<file path="src/asc_pkg.sv">
// Register map, field layout, reset values and timing constants of the ADC sequencer
package asc_pkg;
	localparam logic [31:0] BASE_OFF = 32'h5000_1500;
	localparam logic [31:0] OFF_MAIN = 32'h5000_1500;
	localparam logic [31:0] OFF_TIMING = 32'h5000_1502;
	localparam logic [31:0] OFF_INTERVAL = 32'h5000_1504;
	localparam logic [31:0] OFF_SELECT = 32'h5000_1506;
	localparam logic [31:0] OFF_POS_OFS = 32'h5000_1508;
	localparam logic [31:0] OFF_NEG_OFS = 32'h5000_150A;
	localparam logic [31:0] OFF_TRIM = 32'h5000_150C;
	localparam logic [31:0] OFF_IRQ_CLR = 32'h5000_150E;
	localparam logic [31:0] OFF_RESULT = 32'h5000_1510;
	localparam int B_ON = 0;
	localparam int B_START = 1;
	localparam int B_CONT = 2;
	localparam int B_DMA = 3;
	localparam int B_FLAG = 4;
	localparam int B_MASK = 5;
	localparam int B_SE = 6;
	localparam int B_MUTE = 7;
	localparam int B_SIGN = 8;
	localparam int B_CHOP = 9;
	localparam int B_HOLD = 10;
	localparam int B_TEMP = 12;
	localparam logic [15:0] MAIN_RW_MASK = 16'h17ED;
	localparam logic [15:0] MAIN_RST = 16'h0000;
	localparam logic [15:0] TIMING_RST = 16'h0210;
	localparam logic [15:0] INTERVAL_RST = 16'h0040;
	localparam logic [7:0] SELECT_MASK = 8'h77;
	localparam logic [7:0] SELECT_RST = 8'h00;
	localparam logic [9:0] OFS_RST = 10'h200;
	localparam logic [6:0] TRIM_RST = 7'h38;
	localparam int CLK_PERIOD_NS = 50;
	localparam int GAP_STEP_NS = 1024000;
	localparam int GAP_STEP_CYC = (GAP_STEP_NS + CLK_PERIOD_NS - 1) / CLK_PERIOD_NS;
	localparam logic [6:0] SAMPLE_MIN_CYC = 7'h02;
	localparam logic [6:0] SAMPLE_STEP_CYC = 7'h08;
	localparam logic [9:0] ENDEL_STEP_CYC = 10'h004;
	localparam logic [3:0] STORE_SHORT_CYC = 4'h2;
	localparam logic [3:0] STORE_LONG_CYC = 4'h8;
	localparam logic [2:0] FULL_EXTRA_BITS = 3'h6;

	typedef enum logic [2:0] {
		ST_OFF = 3'h0,
		ST_PWRUP = 3'h1,
		ST_IDLE = 3'h2,
		ST_SAMPLE = 3'h3,
		ST_CONVERT = 3'h4,
		ST_STORE = 3'h5,
		ST_GAP = 3'h6
	} asc_state_t;

	function automatic logic [7:0] asc_addr(input logic [31:0] off);
		logic [31:0] d;
		d = (off - BASE_OFF) << 2;
		return d[7:0];
	endfunction : asc_addr
endpackage : asc_pkg

</file>
<file path="src/asc_sequencer.sv">
// ADC sequencer control: APB register bank, power-up, sampling and result storage
// Operation
// - Enable powers regulator first, then converter
// - Writing start bit launches conversion
// - Completion sets ready flag; in single mode it also clears start
// - Ready flag held until clear register written
// - Mask bit gates ready interrupt out
// - Single gives one result, continuous repeats
// - Interval adds 1.024 ms per step
// - Input mode selects differential or single-ended
// - Chopper takes opposite-polarity sample pairs
// - Polarity bit inverts converter sign
// - Mute samples mid-scale, input disconnected
// - Hold bit selects tracked or sampled reference
// - Temperature sensor enable, read on input 4
// - Store delay selects result latch moment
// - Sample time two cycles or value times eight
// - Average two-to-the-field samples, chop minimum two
// - Shifter common mode select, reset one
// - Input shifter moves upper range down
// - Load current bit adds regulator load
// - Attenuator select; software lengthens sample time
// - Result left-aligned in sixteen bits
//
// The APB interface to the registers was decided locally.
`timescale 1ns/100ps
`default_nettype none
module asc_sequencer #(
	parameter int GAP_STEP_CYCLES = asc_pkg::GAP_STEP_CYC
) (
	input wire logic pclk,
	input wire logic presetn,
	input wire logic [31:0] paddr,
	input wire logic psel,
	input wire logic penable,
	input wire logic pwrite,
	input wire logic [31:0] pwdata,
	output logic [31:0] prdata,
	output logic pready,
	output logic pslverr,
	input wire logic sample_valid,
	input wire logic [9:0] sample_data,
	output logic regulator_on,
	output logic converter_enable,
	output logic sample_close,
	output logic convert_go,
	output logic polarity_invert,
	output logic chopper_on,
	output logic single_ended_sel,
	output logic input_mute,
	output logic regulator_hold,
	output logic die_temp_on,
	output logic shifter_on,
	output logic [1:0] shifter_common_mode,
	output logic load_current_on,
	output logic [1:0] attenuator_sel,
	output logic [2:0] input_pos_sel,
	output logic [2:0] input_neg_sel,
	output logic [9:0] pos_offset,
	output logic [9:0] neg_offset,
	output logic [6:0] trim_value,
	output logic ready_irq,
	output logic dma_request
);
	localparam logic [7:0] A_MAIN = asc_pkg::asc_addr(asc_pkg::OFF_MAIN);
	localparam logic [7:0] A_TIMING = asc_pkg::asc_addr(asc_pkg::OFF_TIMING);
	localparam logic [7:0] A_INTERVAL = asc_pkg::asc_addr(asc_pkg::OFF_INTERVAL);
	localparam logic [7:0] A_SELECT = asc_pkg::asc_addr(asc_pkg::OFF_SELECT);
	localparam logic [7:0] A_POS_OFS = asc_pkg::asc_addr(asc_pkg::OFF_POS_OFS);
	localparam logic [7:0] A_NEG_OFS = asc_pkg::asc_addr(asc_pkg::OFF_NEG_OFS);
	localparam logic [7:0] A_TRIM = asc_pkg::asc_addr(asc_pkg::OFF_TRIM);
	localparam logic [7:0] A_IRQ_CLR = asc_pkg::asc_addr(asc_pkg::OFF_IRQ_CLR);
	localparam logic [7:0] A_RESULT = asc_pkg::asc_addr(asc_pkg::OFF_RESULT);

	typedef struct packed {
		asc_pkg::asc_state_t st;
		logic [15:0] main;
		logic start;
		logic flag;
		logic [15:0] timing;
		logic [15:0] interval;
		logic [7:0] select;
		logic [9:0] pos_ofs;
		logic [9:0] neg_ofs;
		logic [6:0] trim;
		logic [15:0] result;
		logic [23:0] cnt;
		logic [9:0] pcnt;
		logic [7:0] left;
		logic [16:0] acc;
		logic phase;
		logic reg_on;
		logic adc_en;
		logic close;
		logic go;
		logic pol;
		logic irq;
		logic dma;
		logic pready;
		logic pslverr;
		logic [31:0] prdata;
	} asc_regs_t;

	localparam asc_regs_t RST = '{
		st: asc_pkg::ST_OFF,
		main: asc_pkg::MAIN_RST,
		timing: asc_pkg::TIMING_RST,
		interval: asc_pkg::INTERVAL_RST,
		select: asc_pkg::SELECT_RST,
		pos_ofs: asc_pkg::OFS_RST,
		neg_ofs: asc_pkg::OFS_RST,
		trim: asc_pkg::TRIM_RST,
		default: '0
	};

	asc_regs_t s_reg;
	asc_regs_t s_next;
	logic clr_hit;
	logic store_done;

	// Sampling switch closure length in converter clocks
	function automatic logic [23:0] sample_cycles(input logic [3:0] sel);
		logic [6:0] c;
		c = (sel == 4'h0) ? asc_pkg::SAMPLE_MIN_CYC : 7'(sel * asc_pkg::SAMPLE_STEP_CYC);
		return {17'h0, c};
	endfunction : sample_cycles

	// Extra resolution bits gained by averaging; chopping never goes below one pair
	function automatic logic [2:0] extra_bits(input logic [2:0] nrs, input logic chop);
		return (nrs == 3'h0 && chop) ? 3'h1 : nrs;
	endfunction : extra_bits

	// Left-align the sum; beyond six extra bits the lowest bit has no room and is dropped
	function automatic logic [15:0] align(input logic [16:0] sum, input logic [2:0] e);
		logic [16:0] sh;
		if (e <= asc_pkg::FULL_EXTRA_BITS) begin
			sh = sum << (asc_pkg::FULL_EXTRA_BITS - e);
			return sh[15:0];
		end
		return sum[16:1];
	endfunction : align

	function automatic logic [23:0] store_cycles(input logic [2:0] sel);
		case (sel)
			3'h1: return {20'h0, asc_pkg::STORE_SHORT_CYC};
			3'h2: return {20'h0, asc_pkg::STORE_LONG_CYC};
			default: return 24'h000001;
		endcase
	endfunction : store_cycles

	always_comb begin
		logic acc_phase;
		logic [7:0] a;
		logic [15:0] rdv;
		logic flag_set;
		logic [2:0] e;
		logic begin_conv;
		acc_phase = psel && penable && !s_reg.pready;
		a = paddr[7:0];
		rdv = 16'h0000;
		flag_set = 1'b0;
		begin_conv = 1'b0;
		clr_hit = 1'b0;
		store_done = 1'b0;
		s_next = s_reg;
		s_next.pready = 1'b0;
		s_next.pslverr = 1'b0;
		s_next.go = 1'b0;
		s_next.dma = 1'b0;
		e = extra_bits(s_reg.timing[8:6], s_reg.main[asc_pkg::B_CHOP]);

		if (acc_phase) begin
			s_next.pready = 1'b1;
			s_next.prdata = 32'h0000_0000;
			case (a)
				A_MAIN: begin
					rdv = s_reg.main;
					rdv[asc_pkg::B_START] = s_reg.start;
					rdv[asc_pkg::B_FLAG] = s_reg.flag;
					if (pwrite) begin
						s_next.main = pwdata[15:0] & asc_pkg::MAIN_RW_MASK;
						if (pwdata[asc_pkg::B_START]) begin
							// Only a 1 acts; busy rewrites are left to software discipline
							s_next.start = 1'b1;
						end
					end
				end
				A_TIMING: begin
					rdv = s_reg.timing;
					if (pwrite) begin
						s_next.timing = pwdata[15:0];
					end
				end
				A_INTERVAL: begin
					rdv = s_reg.interval;
					if (pwrite) begin
						s_next.interval = pwdata[15:0];
					end
				end
				A_SELECT: begin
					rdv = {8'h00, s_reg.select};
					if (pwrite) begin
						s_next.select = pwdata[7:0] & asc_pkg::SELECT_MASK;
					end
				end
				A_POS_OFS: begin
					rdv = {6'h00, s_reg.pos_ofs};
					if (pwrite) begin
						s_next.pos_ofs = pwdata[9:0];
					end
				end
				A_NEG_OFS: begin
					rdv = {6'h00, s_reg.neg_ofs};
					if (pwrite) begin
						s_next.neg_ofs = pwdata[9:0];
					end
				end
				A_TRIM: begin
					rdv = {9'h000, s_reg.trim};
					if (pwrite) begin
						s_next.trim = pwdata[6:0];
					end
				end
				A_IRQ_CLR: begin
					clr_hit = pwrite;
				end
				A_RESULT: begin
					rdv = s_reg.result;
				end
				default: begin
					s_next.pslverr = 1'b1;
				end
			endcase
			if (!pwrite) begin
				s_next.prdata = {16'h0000, rdv};
			end
		end

		case (s_reg.st)
			asc_pkg::ST_OFF: begin
				if (s_reg.main[asc_pkg::B_ON]) begin
					s_next.reg_on = 1'b1;
					s_next.pcnt = (s_reg.interval[7:0] == 8'h00) ? asc_pkg::ENDEL_STEP_CYC :
						10'(s_reg.interval[7:0] * asc_pkg::ENDEL_STEP_CYC);
					s_next.st = asc_pkg::ST_PWRUP;
				end
			end
			asc_pkg::ST_PWRUP: begin
				s_next.pcnt = s_reg.pcnt - 10'h001;
				if (s_reg.pcnt <= 10'h001) begin
					s_next.adc_en = 1'b1;
					s_next.st = asc_pkg::ST_IDLE;
				end
			end
			asc_pkg::ST_IDLE: begin
				begin_conv = s_reg.start;
			end
			asc_pkg::ST_SAMPLE: begin
				s_next.cnt = s_reg.cnt - 24'h000001;
				if (s_reg.cnt <= 24'h000001) begin
					s_next.close = 1'b0;
					s_next.go = 1'b1;
					s_next.st = asc_pkg::ST_CONVERT;
				end
			end
			asc_pkg::ST_CONVERT: begin
				if (sample_valid) begin
					s_next.acc = s_reg.acc + {7'h00, sample_data};
					s_next.left = s_reg.left - 8'h01;
					if (s_reg.main[asc_pkg::B_CHOP]) begin
						s_next.phase = !s_reg.phase;
					end
					if (s_reg.left <= 8'h01) begin
						s_next.cnt = store_cycles(s_reg.timing[15:13]);
						s_next.st = asc_pkg::ST_STORE;
					end else begin
						s_next.cnt = sample_cycles(s_reg.timing[12:9]);
						s_next.close = 1'b1;
						s_next.st = asc_pkg::ST_SAMPLE;
					end
				end
			end
			asc_pkg::ST_STORE: begin
				s_next.cnt = s_reg.cnt - 24'h000001;
				if (s_reg.cnt <= 24'h000001) begin
					store_done = 1'b1;
					s_next.result = align(s_reg.acc, e);
					flag_set = 1'b1;
					s_next.dma = s_reg.main[asc_pkg::B_DMA];
					if (s_reg.main[asc_pkg::B_CONT]) begin
						if (s_reg.interval[15:8] == 8'h00) begin
							begin_conv = 1'b1;
						end else begin
							s_next.cnt = 24'(s_reg.interval[15:8] * GAP_STEP_CYCLES);
							s_next.st = asc_pkg::ST_GAP;
						end
					end else begin
						s_next.start = 1'b0;
						s_next.st = asc_pkg::ST_IDLE;
					end
				end
			end
			asc_pkg::ST_GAP: begin
				s_next.cnt = s_reg.cnt - 24'h000001;
				if (!s_reg.main[asc_pkg::B_CONT]) begin
					s_next.start = 1'b0;
					s_next.st = asc_pkg::ST_IDLE;
				end else if (s_reg.cnt <= 24'h000001) begin
					begin_conv = 1'b1;
				end
			end
			default: begin
				s_next.st = asc_pkg::ST_OFF;
			end
		endcase

		if (begin_conv) begin
			s_next.acc = 17'h00000;
			s_next.left = 8'(9'h001 << e);
			s_next.phase = 1'b0;
			s_next.cnt = sample_cycles(s_reg.timing[12:9]);
			s_next.close = 1'b1;
			s_next.st = asc_pkg::ST_SAMPLE;
		end

		// Disabling drops regulator, converter and sampling at once; a running conversion is abandoned, the ready flag kept
		if (!s_reg.main[asc_pkg::B_ON]) begin
			s_next.reg_on = 1'b0;
			s_next.adc_en = 1'b0;
			s_next.close = 1'b0;
			s_next.go = 1'b0;
			s_next.start = 1'b0;
			s_next.st = asc_pkg::ST_OFF;
			if (acc_phase && pwrite && a == A_MAIN && pwdata[asc_pkg::B_START]) begin
				s_next.start = 1'b1;
			end
		end

		// A completion in the clearing cycle keeps the flag set
		s_next.flag = flag_set || (s_reg.flag && !clr_hit);
		s_next.irq = s_next.flag && s_next.main[asc_pkg::B_MASK];
		s_next.pol = s_next.main[asc_pkg::B_SIGN] ^ s_next.phase;
	end

	always_ff @(posedge pclk or negedge presetn) begin
		if (!presetn) begin
			s_reg <= RST;
		end else begin
			s_reg <= s_next;
		end
	end

	assign prdata = s_reg.prdata;
	assign pready = s_reg.pready;
	assign pslverr = s_reg.pslverr;
	assign regulator_on = s_reg.reg_on;
	assign converter_enable = s_reg.adc_en;
	assign sample_close = s_reg.close;
	assign convert_go = s_reg.go;
	assign polarity_invert = s_reg.pol;
	assign chopper_on = s_reg.main[asc_pkg::B_CHOP];
	assign single_ended_sel = s_reg.main[asc_pkg::B_SE];
	assign input_mute = s_reg.main[asc_pkg::B_MUTE];
	assign regulator_hold = s_reg.main[asc_pkg::B_HOLD];
	assign die_temp_on = s_reg.main[asc_pkg::B_TEMP];
	assign shifter_on = s_reg.timing[3];
	assign shifter_common_mode = s_reg.timing[5:4];
	assign load_current_on = s_reg.timing[2];
	assign attenuator_sel = s_reg.timing[1:0];
	assign input_pos_sel = s_reg.select[6:4];
	assign input_neg_sel = s_reg.select[2:0];
	assign pos_offset = s_reg.pos_ofs;
	assign neg_offset = s_reg.neg_ofs;
	assign trim_value = s_reg.trim;
	assign ready_irq = s_reg.irq;
	assign dma_request = s_reg.dma;

	reg_order_a: assert property (@(posedge pclk) disable iff (!presetn)
		$rose(s_reg.adc_en) |-> $past(s_reg.reg_on))
		else $error("converter enabled before regulator");
	power_off_a: assert property (@(posedge pclk) disable iff (!presetn)
		!s_reg.main[asc_pkg::B_ON] |=> !s_reg.reg_on && !s_reg.adc_en)
		else $error("regulator or converter left on");
	start_launch_a: assert property (@(posedge pclk) disable iff (!presetn)
		psel && penable && !s_reg.pready && pwrite && paddr[7:0] == A_MAIN &&
		pwdata[asc_pkg::B_START] && pwdata[asc_pkg::B_ON] && s_reg.st == asc_pkg::ST_IDLE
		|=> s_reg.start ##1 s_reg.close)
		else $error("start write did not launch sampling");
	done_clear_a: assert property (@(posedge pclk) disable iff (!presetn)
		store_done && !s_reg.main[asc_pkg::B_CONT] && s_reg.main[asc_pkg::B_ON]
		|=> !s_reg.start && s_reg.flag && s_reg.st == asc_pkg::ST_IDLE)
		else $error("completion did not clear start and set flag");
	flag_hold_a: assert property (@(posedge pclk) disable iff (!presetn)
		$fell(s_reg.flag) |-> $past(clr_hit))
		else $error("ready flag fell without clear write");
	irq_mask_a: assert property (@(posedge pclk) disable iff (!presetn)
		$rose(s_reg.flag) |-> ready_irq == s_reg.main[asc_pkg::B_MASK])
		else $error("interrupt not gated by mask");
	sample_len_a: assert property (@(posedge pclk) disable iff (!presetn)
		$rose(s_reg.close) && s_reg.timing[12:9] == 4'h1 && s_reg.main[asc_pkg::B_ON]
		&& $stable(s_reg.main) |-> s_reg.close[*8] ##1 !s_reg.close)
		else $error("sample closure length wrong");
	gap_entry_a: assert property (@(posedge pclk) disable iff (!presetn)
		store_done && s_reg.main[asc_pkg::B_CONT] && s_reg.main[asc_pkg::B_ON] &&
		s_reg.interval[15:8] != 8'h00 |=> s_reg.st == asc_pkg::ST_GAP)
		else $error("continuous gap not inserted");
	unused_zero_a: assert property (@(posedge pclk) disable iff (!presetn)
		$rose(s_reg.pready) && $past(paddr[7:0]) == A_MAIN && !$past(pwrite)
		|-> prdata[11] == 1'b0 && prdata[15:13] == 3'h0)
		else $error("unused main control bits not zero");
endmodule : asc_sequencer
`default_nettype wire

</file>
<file path="config.mk">
export PLATFORM = sky130hd
export DESIGN_NAME = asc_sequencer
export DESIGN_NICKNAME = d
export VERILOG_FILES = /design/src/asc_pkg.sv /design/src/asc_sequencer.sv
export SDC_FILE = /design/constraint.sdc
export NUM_CORES = 1
export LEC_CHECK = 0
export ABC_AREA = 1
export BUFFER_PORTS_ARGS = -buffer_cell sky130_fd_sc_hd__clkbuf_2
export CORE_UTILIZATION = 35
export DETAILED_ROUTE_END_ITERATION = 10
export GPL_ROUTABILITY_DRIVEN = 0
export MAX_ROUTING_LAYER = met4
export PLACE_DENSITY = 0.53
export REMOVE_ABC_BUFFERS = 1
export SLEW_MARGIN = 20
export SYNTH_ARGS = -nofsm -noshare
export SYNTH_HDL_FRONTEND = slang
export SYNTH_SLANG_ARGS = --single-unit
</file>
<file path="constraint.sdc">
create_clock -name pclk -period 3.6 [get_ports pclk]
set_clock_uncertainty 0.15 [all_clocks]
set_input_delay 0.18 -clock pclk [delete_from_list [all_inputs] [get_ports pclk]]
set_output_delay 0.18 -clock pclk [all_outputs]
set_load 0.1 [all_outputs]
</file>
-- Word-level counts from Yosys, hierarchy flattened
Cells that the tools add are included.
- flip-flop bits (word level): 197
- bits of input ports: 80
- output and inout bits: 85
- logic and storage cells: 175
- add/subtract/negate cells: 5
- multipliers: 1
- $lt $le $gt $ge: 4
- equal/unequal tests: 30
- shifts and indexed selects: 2
- mux-type cells: 67
- bitwise gates (word level): 1
- reduce and logical (&&, ||, !) cells: 38
- operators with widths (cell ; number):
    $mux 24 ; 6
    $pmux 16 s8 ; 1
    $mux 26 ; 3
    $pmux 24 s3 ; 1
    $mux 10 ; 5
    $mux 16 ; 3
    $mux 34 ; 1
    $mux 3 ; 11
    $eq 8x6->1 const B ; 4
    $mux 1 ; 27
    $le 24x1->1 const B ; 1
    $logic_not 8->1 ; 3
    $ne 4x4->1 const B ; 6
    $sub 24x1->24 const B ; 1
    $pmux 3 s7 ; 1
    $reduce_and 3->1 ; 7
    $pmux 10 s2 ; 1
    $add 17x10->17 ; 1
    $shl 17x3->16 ; 1
    $eq 8x5->1 const B ; 2
    $mul 8x3->11 const B ; 1
    $le 10x1->1 const B ; 1
    $reduce_and 2->1 ; 5
    $sub 10x1->10 const B ; 1
    33 further kinds ; 54

-- Logic depth before layout (Yosys ltp)
Gate-level depths: netlist (run 1).
- depth after elaboration: 8
- gate-level depth with buffers: 14
- mapped depth without buffers: 14

-- Worst setup path before layout (run 1)
OpenSTA, ideal clock, no wires.
- kind: register to register
- from: register s_reg (netlist bit chopper_on)
- to: register s_reg[111] in the netlist's numbering
- library setup time: 0.063 ns
- arrival: 2.600 ns
- data required time: 3.387 ns
- setup slack: 0.788 ns
- stages on the path, launching flop included: 13
- path buffers: 2
- period minus slack after synthesis: 2.812 ns
- path through: dfrtp_1 > nand3_1 > nand2_2 > buf_2 > ha_1 > xor2_1 > inv_1 > nor2_1 > buf_2 > o211ai_1 > nand3_1 > nand2_1 > inv_1
- longest elaborated chain between the ends: 7
- elaborated cells between the ends (all ways): 10
- classes of those cells: 1 x add/sub; 1 x order compare; 1 x shift; 6 x mux; 1 x reduce/logical
- ends and longest elaborated chain (element ; line ; RTL):
    start: declaration ; asc_sequencer.sv:116 ; asc_regs_t s_reg;
    start signal: assignment ; asc_sequencer.sv:349 ; s_reg <= s_next;
    $logic_and 1x1->1 * ; asc_sequencer.sv:130 ; return (nrs == 3'h0 && chop) ? 3'h1 : nrs;
    $mux 3 * ; asc_sequencer.sv:130 ;
    branches (longest 4 deep; another with $sub 3x3->3) ; -- ;
    $mux 16 * ; asc_sequencer.sv:140 ; return sum[16:1];
Every way passes the cells marked *. The select of a mux whose other input is x is not followed.
A chain may end at the register's enable or synchronous reset.

-- Worst setup path after layout (run 1)
- from: register s_reg[176] in the netlist's numbering
- to: register s_reg[111] in the netlist's numbering
- longest elaborated chain between the ends: 8
- elaborated cells between the ends (all ways): 11
- classes of those cells: 1 x add/sub; 1 x order compare; 1 x shift; 6 x mux; 2 x reduce/logical
- ends and longest elaborated chain (element ; line):
    $logic_not 3->1 ; asc_sequencer.sv:130
    $logic_and 1x1->1 ; asc_sequencer.sv:130
    $mux 3 * ; asc_sequencer.sv:130
    branches (longest 4 deep; another with $sub 3x3->3) ; --
    $mux 16 * ; asc_sequencer.sv:140
Marked as above.

==> impl_metrics.json, run 1 <==
{
  "grt_pass1_wl_mm": 53.2,
  "initial_utilization": 0.359,
  "cts-root-to-sink-buffers": 2,
  "syn-mean-instance-area_um2": 7.40,
  "worst-endpoint-arrival_ns": 3.11,
  "layout.nets": 1720,
  "worst_skew_pair.late_latency_ns": 0.45,
  "cts_setup_buffers": 0,
  "largest_net_degree_at_the_start_of_global_routing": 81,
  "clock-root-buffer": "sky130_fd_sc_hd__clkbuf_16",
  "wirelength_mm": 33.9,
  "num_rows": 65,
  "timing.hold.worst.class": "input pin to flip-flop",
  "fmax_mhz": 344,
  "synth_commonest_cells": "sky130_fd_sc_hd__nand2_1 (450), sky130_fd_sc_hd__dfrtp_1 (173), sky130_fd_sc_hd__inv_1 (161)",
  "synthesis.yosys.warnings": 0,
  "grt_overflow": 0,
  "htreeDepth": 4,
  "drt_iter0_drc": 828,
  "async_sr_flop_fraction": 1.00,
  "max-vdd-ir-drop_mv": 0.326,
  "min_period_ns": 2.91,
  "hold_slack_ns": 0.0413,
  "number_of_port_buffers": 108,
  "grt_antenna_before_repair": 1,
  "total_power_uw": 4510,
  "hpwlAfterDp_mm": 25.0,
  "layout-drive-gt1-share": 0.137,
  "path_clk_slew_ns": 0.07,
  "critical_path_peak_fanout": 16,
  "worst-endpoint-required_ns": 3.80,
  "final_max_slew_viol_count": 0,
  "worst_slew_margin_rel": 0.400,
  "yosys.area.top_type_share": 0.378,
  "area_growth_syn_to_layout_pct": 11.2,
  "run_status": "finished clean",
  "synth_edf_count": 0,
  "post_synth_main_area_contributors": "sky130_fd_sc_hd__dfrtp_1 (38%), sky130_fd_sc_hd__nand2_1 (15%), sky130_fd_sc_hd__o21ai_0 (5.5%), sky130_fd_sc_hd__inv_1 (5.3%), sky130_fd_sc_hd__nand3_1 (4.8%)",
  "setup_repair_after_global_routing_missed_its_margin": "false",
  "die_height_um": 183,
  "final-setup-viol-count": 0,
  "crit_type": "flip-flop to flip-flop",
  "cts_resized": 0,
  "post_drt_via_cell_ratio": 4.95,
  "post-route-period-util": 0.808,
  "tritoncts": "done",
  "detail-route-antenna-nets": 0,
  "wire_per_inst_um": 16.5,
  "largest_register_ffs": 112,
  "synth-main-ff-cell": "sky130_fd_sc_hd__dfrtp_1",
  "synthesis.instances": 1546,
  "synth_most_common_cell": "sky130_fd_sc_hd__nand2_1",
  "tritoncts_num_sinks": 181,
  "antennaDiodeCount": 0,
  "synth.lib_cells_used.distinct": 49,
  "synth_seq_area_share": 0.397,
  "die_area_mm2": 0.0334,
  "ys_ff_latch": 181,
  "cts_buffers": 17,
  "post_synth_instance_area_mm2": 0.0114,
  "netlist.top_cell.by_area": "sky130_fd_sc_hd__dfrtp_1",
  "leakagePower_uw": 0.00636,
  "timing_worst_slew_pin_value_ns": 0.898,
  "num_vias": 10200,
  "via_count_of_the_first_global_routing_pass": 9617,
  "power.density_cell_area_mw_per_mm2": 355,
  "post_layout_nonfiller_instances": 2053,
  "pre_cts_slack_ns": 0.752,
  "cts_hold_repair.buffers": 18,
  "chipWidth_um": 183,
  "crit_path_end_kind": "flip-flop",
  "num_io_pins": 165,
  "place_inst": 2003,
  "layout_setup_ws_ns": 0.691,
  "track_usage": 0.213,
  "drc_errors": 0,
  "final-hold-violation-count": 0,
  "first_pass_iteration_count_of_the_detailed_router": 5,
  "core_area_mm2": 0.0319,
  "cap_viol_max_count": 0,
  "cp-start-kind": "flip-flop",
  "fin_tns_setup_ns": 0
}
[worst max-delay path, cell delays in order (launching register included)]
cell,delay (ns)
sky130_fd_sc_hd__dfrtp_1,0.42
sky130_fd_sc_hd__inv_1,0.25
sky130_fd_sc_hd__nand3_1,0.14
sky130_fd_sc_hd__nand2_2,0.08
sky130_fd_sc_hd__inv_1,0.15
sky130_fd_sc_hd__ha_1,0.29
sky130_fd_sc_hd__inv_1,0.07
sky130_fd_sc_hd__nand4_1,0.14
sky130_fd_sc_hd__inv_1,0.45
sky130_fd_sc_hd__nor2_1,0.08
sky130_fd_sc_hd__buf_4,0.20
sky130_fd_sc_hd__o211ai_1,0.13
sky130_fd_sc_hd__nand3_1,0.15
sky130_fd_sc_hd__nand2_1,0.08
sky130_fd_sc_hd__inv_1,0.03
[where the power goes]
| group | total (uW) | leakage, uW | switching (uW) | internal [uW] |
|---|---|---|---|---|
| sequential | 2110 | 0.00232 | 34.4 | 2070 |
| clock | 1890 | 0.000288 | 900 | 993 |
| combinational | 508 | 0.00375 | 379 | 129 |
| total | 4510 | 0.00636 | 1310 | 3200 |
[metal layers]
| layer | part of all wire | track usage | up-vias | routed length, um |
|---|---|---|---|---|
| met5 | 0 | - | - | 0 |
| met4 | 0.010 | 0.0480 | 0 | 347 |
| met3 | 0.043 | 0.0316 | 24 | 1470 |
| met2 | 0.46 | 0.331 | 236 | 15700 |
| met1 | 0.48 | 0.294 | 4852 | 16400 |
| li1 | - | - | 5056 | - |
[placed cells by master (no fill, tap or decap), drive strengths merged]
| cell type | count |
|---|---|
| clkbuf | 126 |
| nor2 | 117 |
| and2 | 1 |
| a31oi | 3 |
| nand3b | 5 |
| a22oi | 2 |
| dfstp | 8 |
| xnor2 | 8 |
| nand3 | 111 |
| xor2 | 23 |
| o2111ai | 2 |
| ha | 33 |
| nand2 | 461 |
| bufinv | 1 |
| o21a | 5 |
| a21o | 1 |
| buf | 19 |
| nand4 | 20 |
| a21oi | 50 |
| or2 | 9 |
| o21bai | 2 |
| dlygate4sd3 | 18 |
| dfrtp | 173 |
| clkinvlp | 1 |
| inv | 172 |
| o221ai | 3 |
| a32oi | 1 |
| nor4 | 6 |
| nor3 | 16 |
| conb | 16 |
| fa | 2 |
| o21ai | 141 |
| a21boi | 1 |
| o22ai | 18 |
| clkinv | 8 |
| o211ai | 34 |
| a211oi | 1 |
[kinds of logic (layout without fill, tap and decap cells)]
logic type,count (synthesis),count (layout),synth area share
adder cells (fa/ha/maj),35,35,0.0396
AND/OR/NAND/NOR,746,746,0.284
AO/OA/AOI/OAI,264,264,0.131
XOR/XNOR,31,31,0.0237
flip-flops,181,181,0.397
buffers and inverters,288,345,0.124
other,1,16,0.000328
[layout make-up]
class | count | area (um2)
Fill cell | 3367 | 19200
Multi-Input combinational cell | 1092 | 5540
Sequential cell | 181 | 4540
Timing Repair Buffer | 145 | 885
Inverter | 168 | 634
Tap cell | 435 | 544
Clock buffer | 18 | 439
Clock inverter | 14 | 144
[metrics by stage]
stage / util / area [um2]
4_1_cts: 0.399 / 12700
3_3_place_gp: 0.375 / 12000
6_report: 0.399 / 12700
5_1_grt: 0.399 / 12700
2_1_floorplan: - / 10700
3_5_place_dp: 0.375 / 12000
[final timing paths]
path                                                      end  slack (ns)                    from  cells after the start
setup / recovery                       s_reg[111]$_DFFE_PN0P_        0.69  s_reg[176]$_DFFE_PN0P_                     14
hold / removal                              pslverr$_DFF_PN0_        0.04                paddr[4]                      4
setup reg to reg                       s_reg[111]$_DFFE_PN0P_        0.69  s_reg[176]$_DFFE_PN0P_                     14
hold reg to reg                        prdata[15]$_DFFE_PN0P_        0.33  prdata[15]$_DFFE_PN0P_                      2
max in group asynchronous  shifter_common_mode[0]$_DFFE_PN1P_        2.17                 presetn                      3
min in group asynchronous               s_reg[86]$_DFFE_PN0P_        0.17                 presetn                      2
Power figures use the tool's default switching activity.
==> run 2: changes to the inputs <==
--- a/config.mk
+++ b/config.mk
@@ -11,7 +11,7 @@
 export DETAILED_ROUTE_END_ITERATION = 10
 export GPL_ROUTABILITY_DRIVEN = 0
 export MAX_ROUTING_LAYER = met4
-export PLACE_DENSITY = 0.53
+export PLACE_DENSITY = 0.55
 export REMOVE_ABC_BUFFERS = 1
 export SLEW_MARGIN = 20
 export SYNTH_ARGS = -nofsm -noshare
==> constraint.sdc (replaced) <==
create_clock -name pclk -period 2.65 [get_ports pclk]
set_clock_uncertainty 0.15 [all_clocks]
set_input_delay 0.1325 -clock pclk [delete_from_list [all_inputs] [get_ports pclk]]
set_output_delay 0.1325 -clock pclk [all_outputs]
set_load 0.1 [all_outputs]
==> impl_metrics.json, run 2 <==
{
  "synth_seq_area_share": 0.397,
  "clock-root-buffer": "sky130_fd_sc_hd__clkbuf_16",
  "async_sr_flop_fraction": 1.00,
  "cts_buffers": 17,
  "ys_ff_latch": 181,
  "num_rows": 65,
  "cts_resized": 0,
  "cts-root-to-sink-buffers": 2,
  "number_of_port_buffers": 108,
  "synthesis.instances": 1546,
  "num_io_pins": 165,
  "syn-mean-instance-area_um2": 7.40,
  "largest_net_degree_at_the_start_of_global_routing": 66,
  "run_status": "stopped before the end",
  "synth_most_common_cell": "sky130_fd_sc_hd__nand2_1",
  "cts_hold_repair.buffers": 20,
  "htreeDepth": 4,
  "tritoncts_num_sinks": 181,
  "cts_setup_buffers": 0,
  "via_count_of_the_first_global_routing_pass": 9956,
  "synth.lib_cells_used.distinct": 49,
  "grt_pass1_wl_mm": 54.6,
  "grt_antenna_before_repair": 0,
  "synthesis.yosys.warnings": 0,
  "track_usage": 0.216,
  "die_height_um": 183,
  "initial_utilization": 0.359,
  "hpwlAfterDp_mm": 25.7,
  "yosys.area.top_type_share": 0.378,
  "post_synth_instance_area_mm2": 0.0114,
  "post_synth_main_area_contributors": "sky130_fd_sc_hd__dfrtp_1 (38%), sky130_fd_sc_hd__nand2_1 (15%), sky130_fd_sc_hd__o21ai_0 (5.5%), sky130_fd_sc_hd__inv_1 (5.3%), sky130_fd_sc_hd__nand3_1 (4.8%)",
  "last-stage-reached": "detailed routing (5_2_route)",
  "tool.error": "[ERROR DRT-0255] Maze Route cannot find path of net pclk in worker of routeBox ( 144900 0 ) ( 182780 48300 ).",
  "synth_commonest_cells": "sky130_fd_sc_hd__nand2_1 (450), sky130_fd_sc_hd__dfrtp_1 (173), sky130_fd_sc_hd__inv_1 (161)",
  "grt_overflow": 0,
  "chipWidth_um": 183,
  "synth-main-ff-cell": "sky130_fd_sc_hd__dfrtp_1",
  "netlist.top_cell.by_area": "sky130_fd_sc_hd__dfrtp_1",
  "synth_edf_count": 0
}
## run 2: cell families after synthesis
family	Yosys count	share of synthesized area
compound gates	264	0.131
xor+xnor	31	0.0237
simple gates	746	0.284
buf+inv	288	0.124
fa+ha+maj	35	0.0396
flops	181	0.397
other cells	1	0.000328
## run 2: metrics by stage
stage / instances / hold WS [ns] / worst slack, ns / TNS, ns / cell area (um2)
floorplan: 1441 / -0.313 / -0.580 / -8.47 / 10700
global placement: 2017 / 0.0341 / 0.368 / 0 / 12100
detailed placement: 2017 / 0.0318 / 0.284 / 0 / 12100
CTS: 2069 / 0.00655 / 0.266 / 0 / 12900
global route: 2069 / 0.0315 / 0.0115 / 0 / 12900
## run 2: routing by layer
| layer | global-route usage |
|---|---|
| met5 | - |
| met4 | 0.0630 |
| met3 | 0.0270 |
| met2 | 0.337 |
| met1 | 0.294 |
==> run 3: changes to the inputs <==
--- a/config.mk
+++ b/config.mk
@@ -7,11 +7,10 @@
 export LEC_CHECK = 0
 export ABC_AREA = 1
 export BUFFER_PORTS_ARGS = -buffer_cell sky130_fd_sc_hd__clkbuf_2
-export CORE_UTILIZATION = 35
+export CORE_UTILIZATION = 20
 export DETAILED_ROUTE_END_ITERATION = 10
 export GPL_ROUTABILITY_DRIVEN = 0
-export MAX_ROUTING_LAYER = met4
-export PLACE_DENSITY = 0.55
+export PLACE_DENSITY_LB_ADDON = 0.15
 export REMOVE_ABC_BUFFERS = 1
 export SLEW_MARGIN = 20
 export SYNTH_ARGS = -nofsm -noshare
==> constraint.sdc (replaced) <==
create_clock -name pclk -period 3.44 [get_ports pclk]
set_clock_uncertainty 0.15 [all_clocks]
set_input_delay 0.172 -clock pclk [delete_from_list [all_inputs] [get_ports pclk]]
set_output_delay 0.172 -clock pclk [all_outputs]
set_load 0.1 [all_outputs]
==> impl_metrics.json, run 3 (synthesis results as in run 1) <==
{
  "run_status": "finished clean",
  "critical-path-slowest-cell": "sky130_fd_sc_hd__dfrtp_1",
  "cp-start-kind": "flip-flop",
  "number_of_port_buffers": 108,
  "layout_setup_ws_ns": 0.711,
  "cap_viol_max_count": 0,
  "num_io_pins": 165,
  "pre_cts_slack_ns": 0.703,
  "grt_use_met1": 0.201,
  "worst-endpoint-arrival_ns": 3.01,
  "groute.layer.met3.usage": 0.0269,
  "crit_type": "flip-flop to flip-flop",
  "largest_register_ffs": 112,
  "cts-root-to-sink-buffers": 2,
  "worst-endpoint-required_ns": 3.72,
  "leakagePower_uw": 0.00642,
  "chipWidth_um": 241,
  "worstPathCellList": "inv_1 > nand3_1 > nand2_2 > inv_1 > ha_1 > inv_1 > nand4_1 > inv_1 > nor2_1 > buf_4 > o211ai_1 > nand3_1 > nand2_1 > inv_1",
  "grt.busiest_layer": "met2",
  "wire_per_inst_um": 17.0,
  "via_count_of_the_first_global_routing_pass": 9936,
  "final-setup-viol-count": 0,
  "core_area_mm2": 0.0565,
  "path_clk_slew_ns": 0.07,
  "die_height_um": 241,
  "place_inst": 2333,
  "tritoncts": "done",
  "initial_utilization": 0.202,
  "timing.hold.worst.class": "input pin to flip-flop",
  "grt_antenna_before_repair": 0,
  "track_usage": 0.145,
  "depth_of_the_most_critical_reg_to_reg_path": 14,
  "drc_errors": 0,
  "drt_iter0_drc": 438,
  "final_max_slew_viol_count": 0,
  "mostFrequentLayoutCell": "sky130_fd_sc_hd__nand2_1",
  "layout.nets": 1731,
  "first_pass_iteration_count_of_the_detailed_router": 5,
  "setup.reg_to_reg.worst_slack_ns": 0.71,
  "place_area_mm2": 0.0124,
  "crit_path_end_kind": "flip-flop",
  "largest_net_degree_at_the_start_of_global_routing": 70,
  "worst_skew_pair.late_latency_ns": 0.50,
  "r2r-end": "s_reg[111]$_DFFE_PN0P_",
  "wirelength_mm": 40.6,
  "endpoint": "s_reg[111]$_DFFE_PN0P_",
  "postLayoutCellArea_mm2": 0.0133,
  "post-route-period-util": 0.793,
  "clock-root-buffer": "sky130_fd_sc_hd__clkbuf_16",
  "area_growth_syn_to_layout_pct": 15.8,
  "cts_hold_repair.buffers": 20,
  "cts_buffers": 17,
  "final-hold-violation-count": 0,
  "layout.cells.most_common_list": "sky130_fd_sc_hd__nand2_1 (450), sky130_fd_sc_hd__dfrtp_1 (173), sky130_fd_sc_hd__inv_1 (161)",
  "gr-usage-met2": 0.226,
  "worst_slew_margin_rel": 0.471,
  "setup_repair_after_global_routing_missed_its_margin": "false",
  "timing_worst_slew_pin_value_ns": 0.791,
  "grt_overflow": 0,
  "post_drt_via_cell_ratio": 4.24,
  "worst_path_largest_cell_delay_ns": 0.45,
  "post_layout_nonfiller_instances": 2385,
  "max-vdd-ir-drop_mv": 0.419,
  "detail-route-antenna-nets": 0,
  "fin_tns_setup_ns": 0,
  "layout-drive-gt1-share": 0.140,
  "antennaDiodeCount": 0,
  "min_period_ns": 2.73,
  "cts_setup_buffers": 0,
  "htreeDepth": 4,
  "startpoint": "s_reg[175]$_DFFE_PN0P_",
  "rr_startpoint": "s_reg[175]$_DFFE_PN0P_",
  "hpwlAfterDp_mm": 31.0,
  "power.density_cell_area_mw_per_mm2": 370,
  "path_common_cell": "sky130_fd_sc_hd__inv_1",
  "die_area_mm2": 0.0582,
  "num_rows": 87,
  "num_vias": 10100,
  "critical_path_peak_fanout": 10,
  "fmax_mhz": 366,
  "grt_pass1_wl_mm": 61.7,
  "cts_resized": 0,
  "tritoncts_num_sinks": 181
}
run 3: routing by layer:
layer,part of all wire,up-vias
met5,0,-
met4,0.021,0
met3,0.036,45
met2,0.45,194
met1,0.49,4787
li1,-,5086
run 3: how the worst min path moves through the flow:
stage / from / endpoint / slack [ns] / depth (start not counted)
after global routing: pwdata[9] / chopper_on$_DFFE_PN0P_ / 0.03 / 3
after floorplan: presetn / attenuator_sel[0]$_DFFE_PN0P_ / -0.27 / 0
final: pwdata[9] / s_reg[161]$_DFFE_PN0P_ / 0.02 / 3
after CTS: paddr[4] / pslverr$_DFF_PN0_ / 0.009 / 4
after detailed placement: presetn / s_reg[97]$_DFFE_PN0P_ / 0.1 / 1
after global placement: presetn / s_reg[97]$_DFFE_PN0P_ / 0.09 / 1
run 3: cell type report:
class	count	area (um2)
inverter	168	634
clock inverter	7	123
clock buffer	25	495
fill	6346	43200
timing repair buffer	156	972
tap	756	946
sequential	181	4540
multi-input combinational	1092	5540
run 3: metrics by stage:
step	total power, uW	util	hold WS [ns]
after global placement	2790	0.220	0.0937
after global routing	5130	0.235	0.0346
after detailed placement	2790	0.220	0.0996
after CTS	5010	0.235	0.00888
final	4910	0.235	0.0178
after floorplan	2600	-	-0.274
run 3: where the power goes:
| part | internal, uW | switching [uW] | total, uW |
|---|---|---|---|
| sequential | 2170 | 35.0 | 2210 |
| clock | 1220 | 932 | 2150 |
| combinational | 139 | 407 | 546 |
run 3: worst max-delay path: cells and delay by family, from the launching register on:
kind / cells / cell delay (ns)
AOI/OAI and AO/OA: 1 / 0.11
adders and majority gates: 1 / 0.26
buffers and inverters: 6 / 0.83
DFF: 1 / 0.45
and+or+nand+nor: 6 / 0.87
==> run 4: changes to the inputs <==
==> constraint.sdc (replaced) <==
create_clock -name pclk -period 2.6 [get_ports pclk]
set_clock_uncertainty 0.15 [all_clocks]
set_input_delay 0.13 -clock pclk [delete_from_list [all_inputs] [get_ports pclk]]
set_output_delay 0.13 -clock pclk [all_outputs]
set_load 0.1 [all_outputs]
==> impl_metrics.json, run 4 (synthesis results as in run 1) <==
{
  "initial_utilization": 0.202,
  "htreeDepth": 4,
  "mostFrequentLayoutCell": "sky130_fd_sc_hd__nand2_1",
  "wirelength_mm": 41.3,
  "antennaDiodeCount": 0,
  "fin_util": 0.240,
  "drc_errors": 0,
  "tritoncts": "done",
  "detail-route-antenna-nets": 0,
  "num_io_pins": 165,
  "total_power_uw": 6340,
  "power.density_cell_area_mw_per_mm2": 469,
  "final-setup-viol-count": 0,
  "chipWidth_um": 241,
  "path_clk_slew_ns": 0.08,
  "worst-endpoint-arrival_ns": 2.57,
  "max-vdd-ir-drop_mv": 0.490,
  "worst_slew_margin_rel": 0.510,
  "number_of_port_buffers": 108,
  "layout.nets": 1766,
  "timing.hold.worst.class": "input pin to flip-flop",
  "min_period_ns": 2.34,
  "setup_repair_after_global_routing_missed_its_margin": "false",
  "final-hold-violation-count": 0,
  "largest_net_degree_at_the_start_of_global_routing": 74,
  "area_growth_syn_to_layout_pct": 18.3,
  "critical_path_peak_fanout": 15,
  "hold_depth": 5,
  "grt_antenna_before_repair": 1,
  "num_rows": 87,
  "r2r-end": "s_reg[108]$_DFFE_PN0P_",
  "layout-drive-gt1-share": 0.159,
  "largest_register_ffs": 112,
  "die_height_um": 241,
  "clock-root-buffer": "sky130_fd_sc_hd__clkbuf_16",
  "hpwlAfterDp_mm": 31.9,
  "worst_skew_pair.late_latency_ns": 0.48,
  "crit_path_end_kind": "flip-flop",
  "final_max_slew_viol_count": 0,
  "cts_buffers": 17,
  "worst-endpoint-required_ns": 2.84,
  "layout.cells.most_common_list": "sky130_fd_sc_hd__nand2_1 (449), sky130_fd_sc_hd__dfrtp_1 (173), sky130_fd_sc_hd__inv_1 (161)",
  "hold_path_startpoint": "sample_data[8]",
  "via_count_of_the_first_global_routing_pass": 10100,
  "grt_pass1_wl_mm": 63.3,
  "cap_viol_max_count": 0,
  "drt_iter0_drc": 593,
  "setup.reg_to_reg.worst_slack_ns": 0.26,
  "grt_overflow": 0,
  "timing_worst_slew_pin_value_ns": 0.735,
  "post-route-period-util": 0.899,
  "depth_of_the_most_critical_reg_to_reg_path": 15,
  "post_drt_via_cell_ratio": 4.28,
  "run_status": "finished clean",
  "track_usage": 0.148,
  "first_pass_iteration_count_of_the_detailed_router": 5,
  "wire_per_inst_um": 17.1,
  "die_area_mm2": 0.0582,
  "holdPathEnd": "s_reg[50]$_DFFE_PN0P_",
  "tritoncts_num_sinks": 181,
  "fmax_mhz": 428,
  "rr_startpoint": "s_reg[176]$_DFFE_PN0P_",
  "crit_type": "flip-flop to flip-flop",
  "core_area_mm2": 0.0565,
  "leakagePower_uw": 0.00658,
  "cp-start-kind": "flip-flop",
  "num_vias": 10400,
  "cts-root-to-sink-buffers": 2
}
==> run 4: through the flow <==
step                      instances  worst slack, ns  area (um2)  setup TNS (ns)  hold WS [ns]
after floorplan                1441           -0.630       10700           -9.38        -0.316
after global placement         2363            0.218       12700               0         0.104
after detailed placement       2363            0.200       12700               0         0.110
after CTS                      2420            0.179       13500               0       0.00889
after global routing           2420           0.0110       13500               0        0.0620
final                          2420            0.261       13500               0        0.0606
==> run 4: worst max path at each step <==
stage	start	end	slack, ns
floorplan	chopper_on$_DFFE_PN0P_	s_reg[113]$_DFFE_PN0P_	-0.63
CTS	s_reg[176]$_DFFE_PN0P_	s_reg[111]$_DFFE_PN0P_	0.18
global placement	s_reg[176]$_DFFE_PN0P_	s_reg[111]$_DFFE_PN0P_	0.22
finish	s_reg[176]$_DFFE_PN0P_	s_reg[108]$_DFFE_PN0P_	0.26
global route	s_reg[176]$_DFFE_PN0P_	s_reg[109]$_DFFE_PN0P_	0.01
detailed placement	s_reg[176]$_DFFE_PN0P_	s_reg[111]$_DFFE_PN0P_	0.20
==> run 4: where the power goes <==
part / internal, uW / switching [uW]
logic: 195 / 548
clock network: 1340 / 1340
registers: 2870 / 45.8
total: 4410 / 1930
==> run 4: repair_timing <==
item | CTS | global route
buffers inserted | 0 | 0
endpoints found under the setup margin | 0 | 11
hold buffers | 25 | 0
resized for setup | 0 | 2
hold endpoints to repair | 147 | 0
==> run 4: layer usage <==
| metal | wire, um | vias up | global-route usage | part of all wire |
|---|---|---|---|---|
| met3 | 1410 | 28 | 0.0236 | 0.034 |
| li1 | - | 5159 | - | - |
| met5 | 0 | - | 0 | 0 |
| met2 | 18900 | 179 | 0.230 | 0.46 |
| met4 | 520 | 0 | 0.0399 | 0.013 |
| met1 | 20600 | 4989 | 0.210 | 0.50 |
==> run 4: worst max-delay path: stages (launching register included) <==
cell	delay [ns]
sky130_fd_sc_hd__dfrtp_1	0.42
sky130_fd_sc_hd__inv_1	0.09
sky130_fd_sc_hd__nand3_1	0.08
sky130_fd_sc_hd__nand2_2	0.12
sky130_fd_sc_hd__inv_1	0.07
sky130_fd_sc_hd__ha_1	0.21
sky130_fd_sc_hd__inv_1	0.06
sky130_fd_sc_hd__nand4_1	0.12
sky130_fd_sc_hd__inv_1	0.12
sky130_fd_sc_hd__buf_4	0.22
sky130_fd_sc_hd__nor2_1	0.09
sky130_fd_sc_hd__buf_4	0.17
sky130_fd_sc_hd__o211ai_1	0.09
sky130_fd_sc_hd__nand3_1	0.12
sky130_fd_sc_hd__nand2_1	0.08
sky130_fd_sc_hd__inv_1	0.03
==> run 4: cell type report <==
cell class                      instances  area, um2
Tap cell                              756        946
Multi-Input combinational cell       1092       5550
Clock inverter                         15        145
Sequential cell                       181       4540
Clock buffer                           17        425
Timing Repair Buffer                  191       1300
Inverter                              168        634
Fill cell                            6279      43000
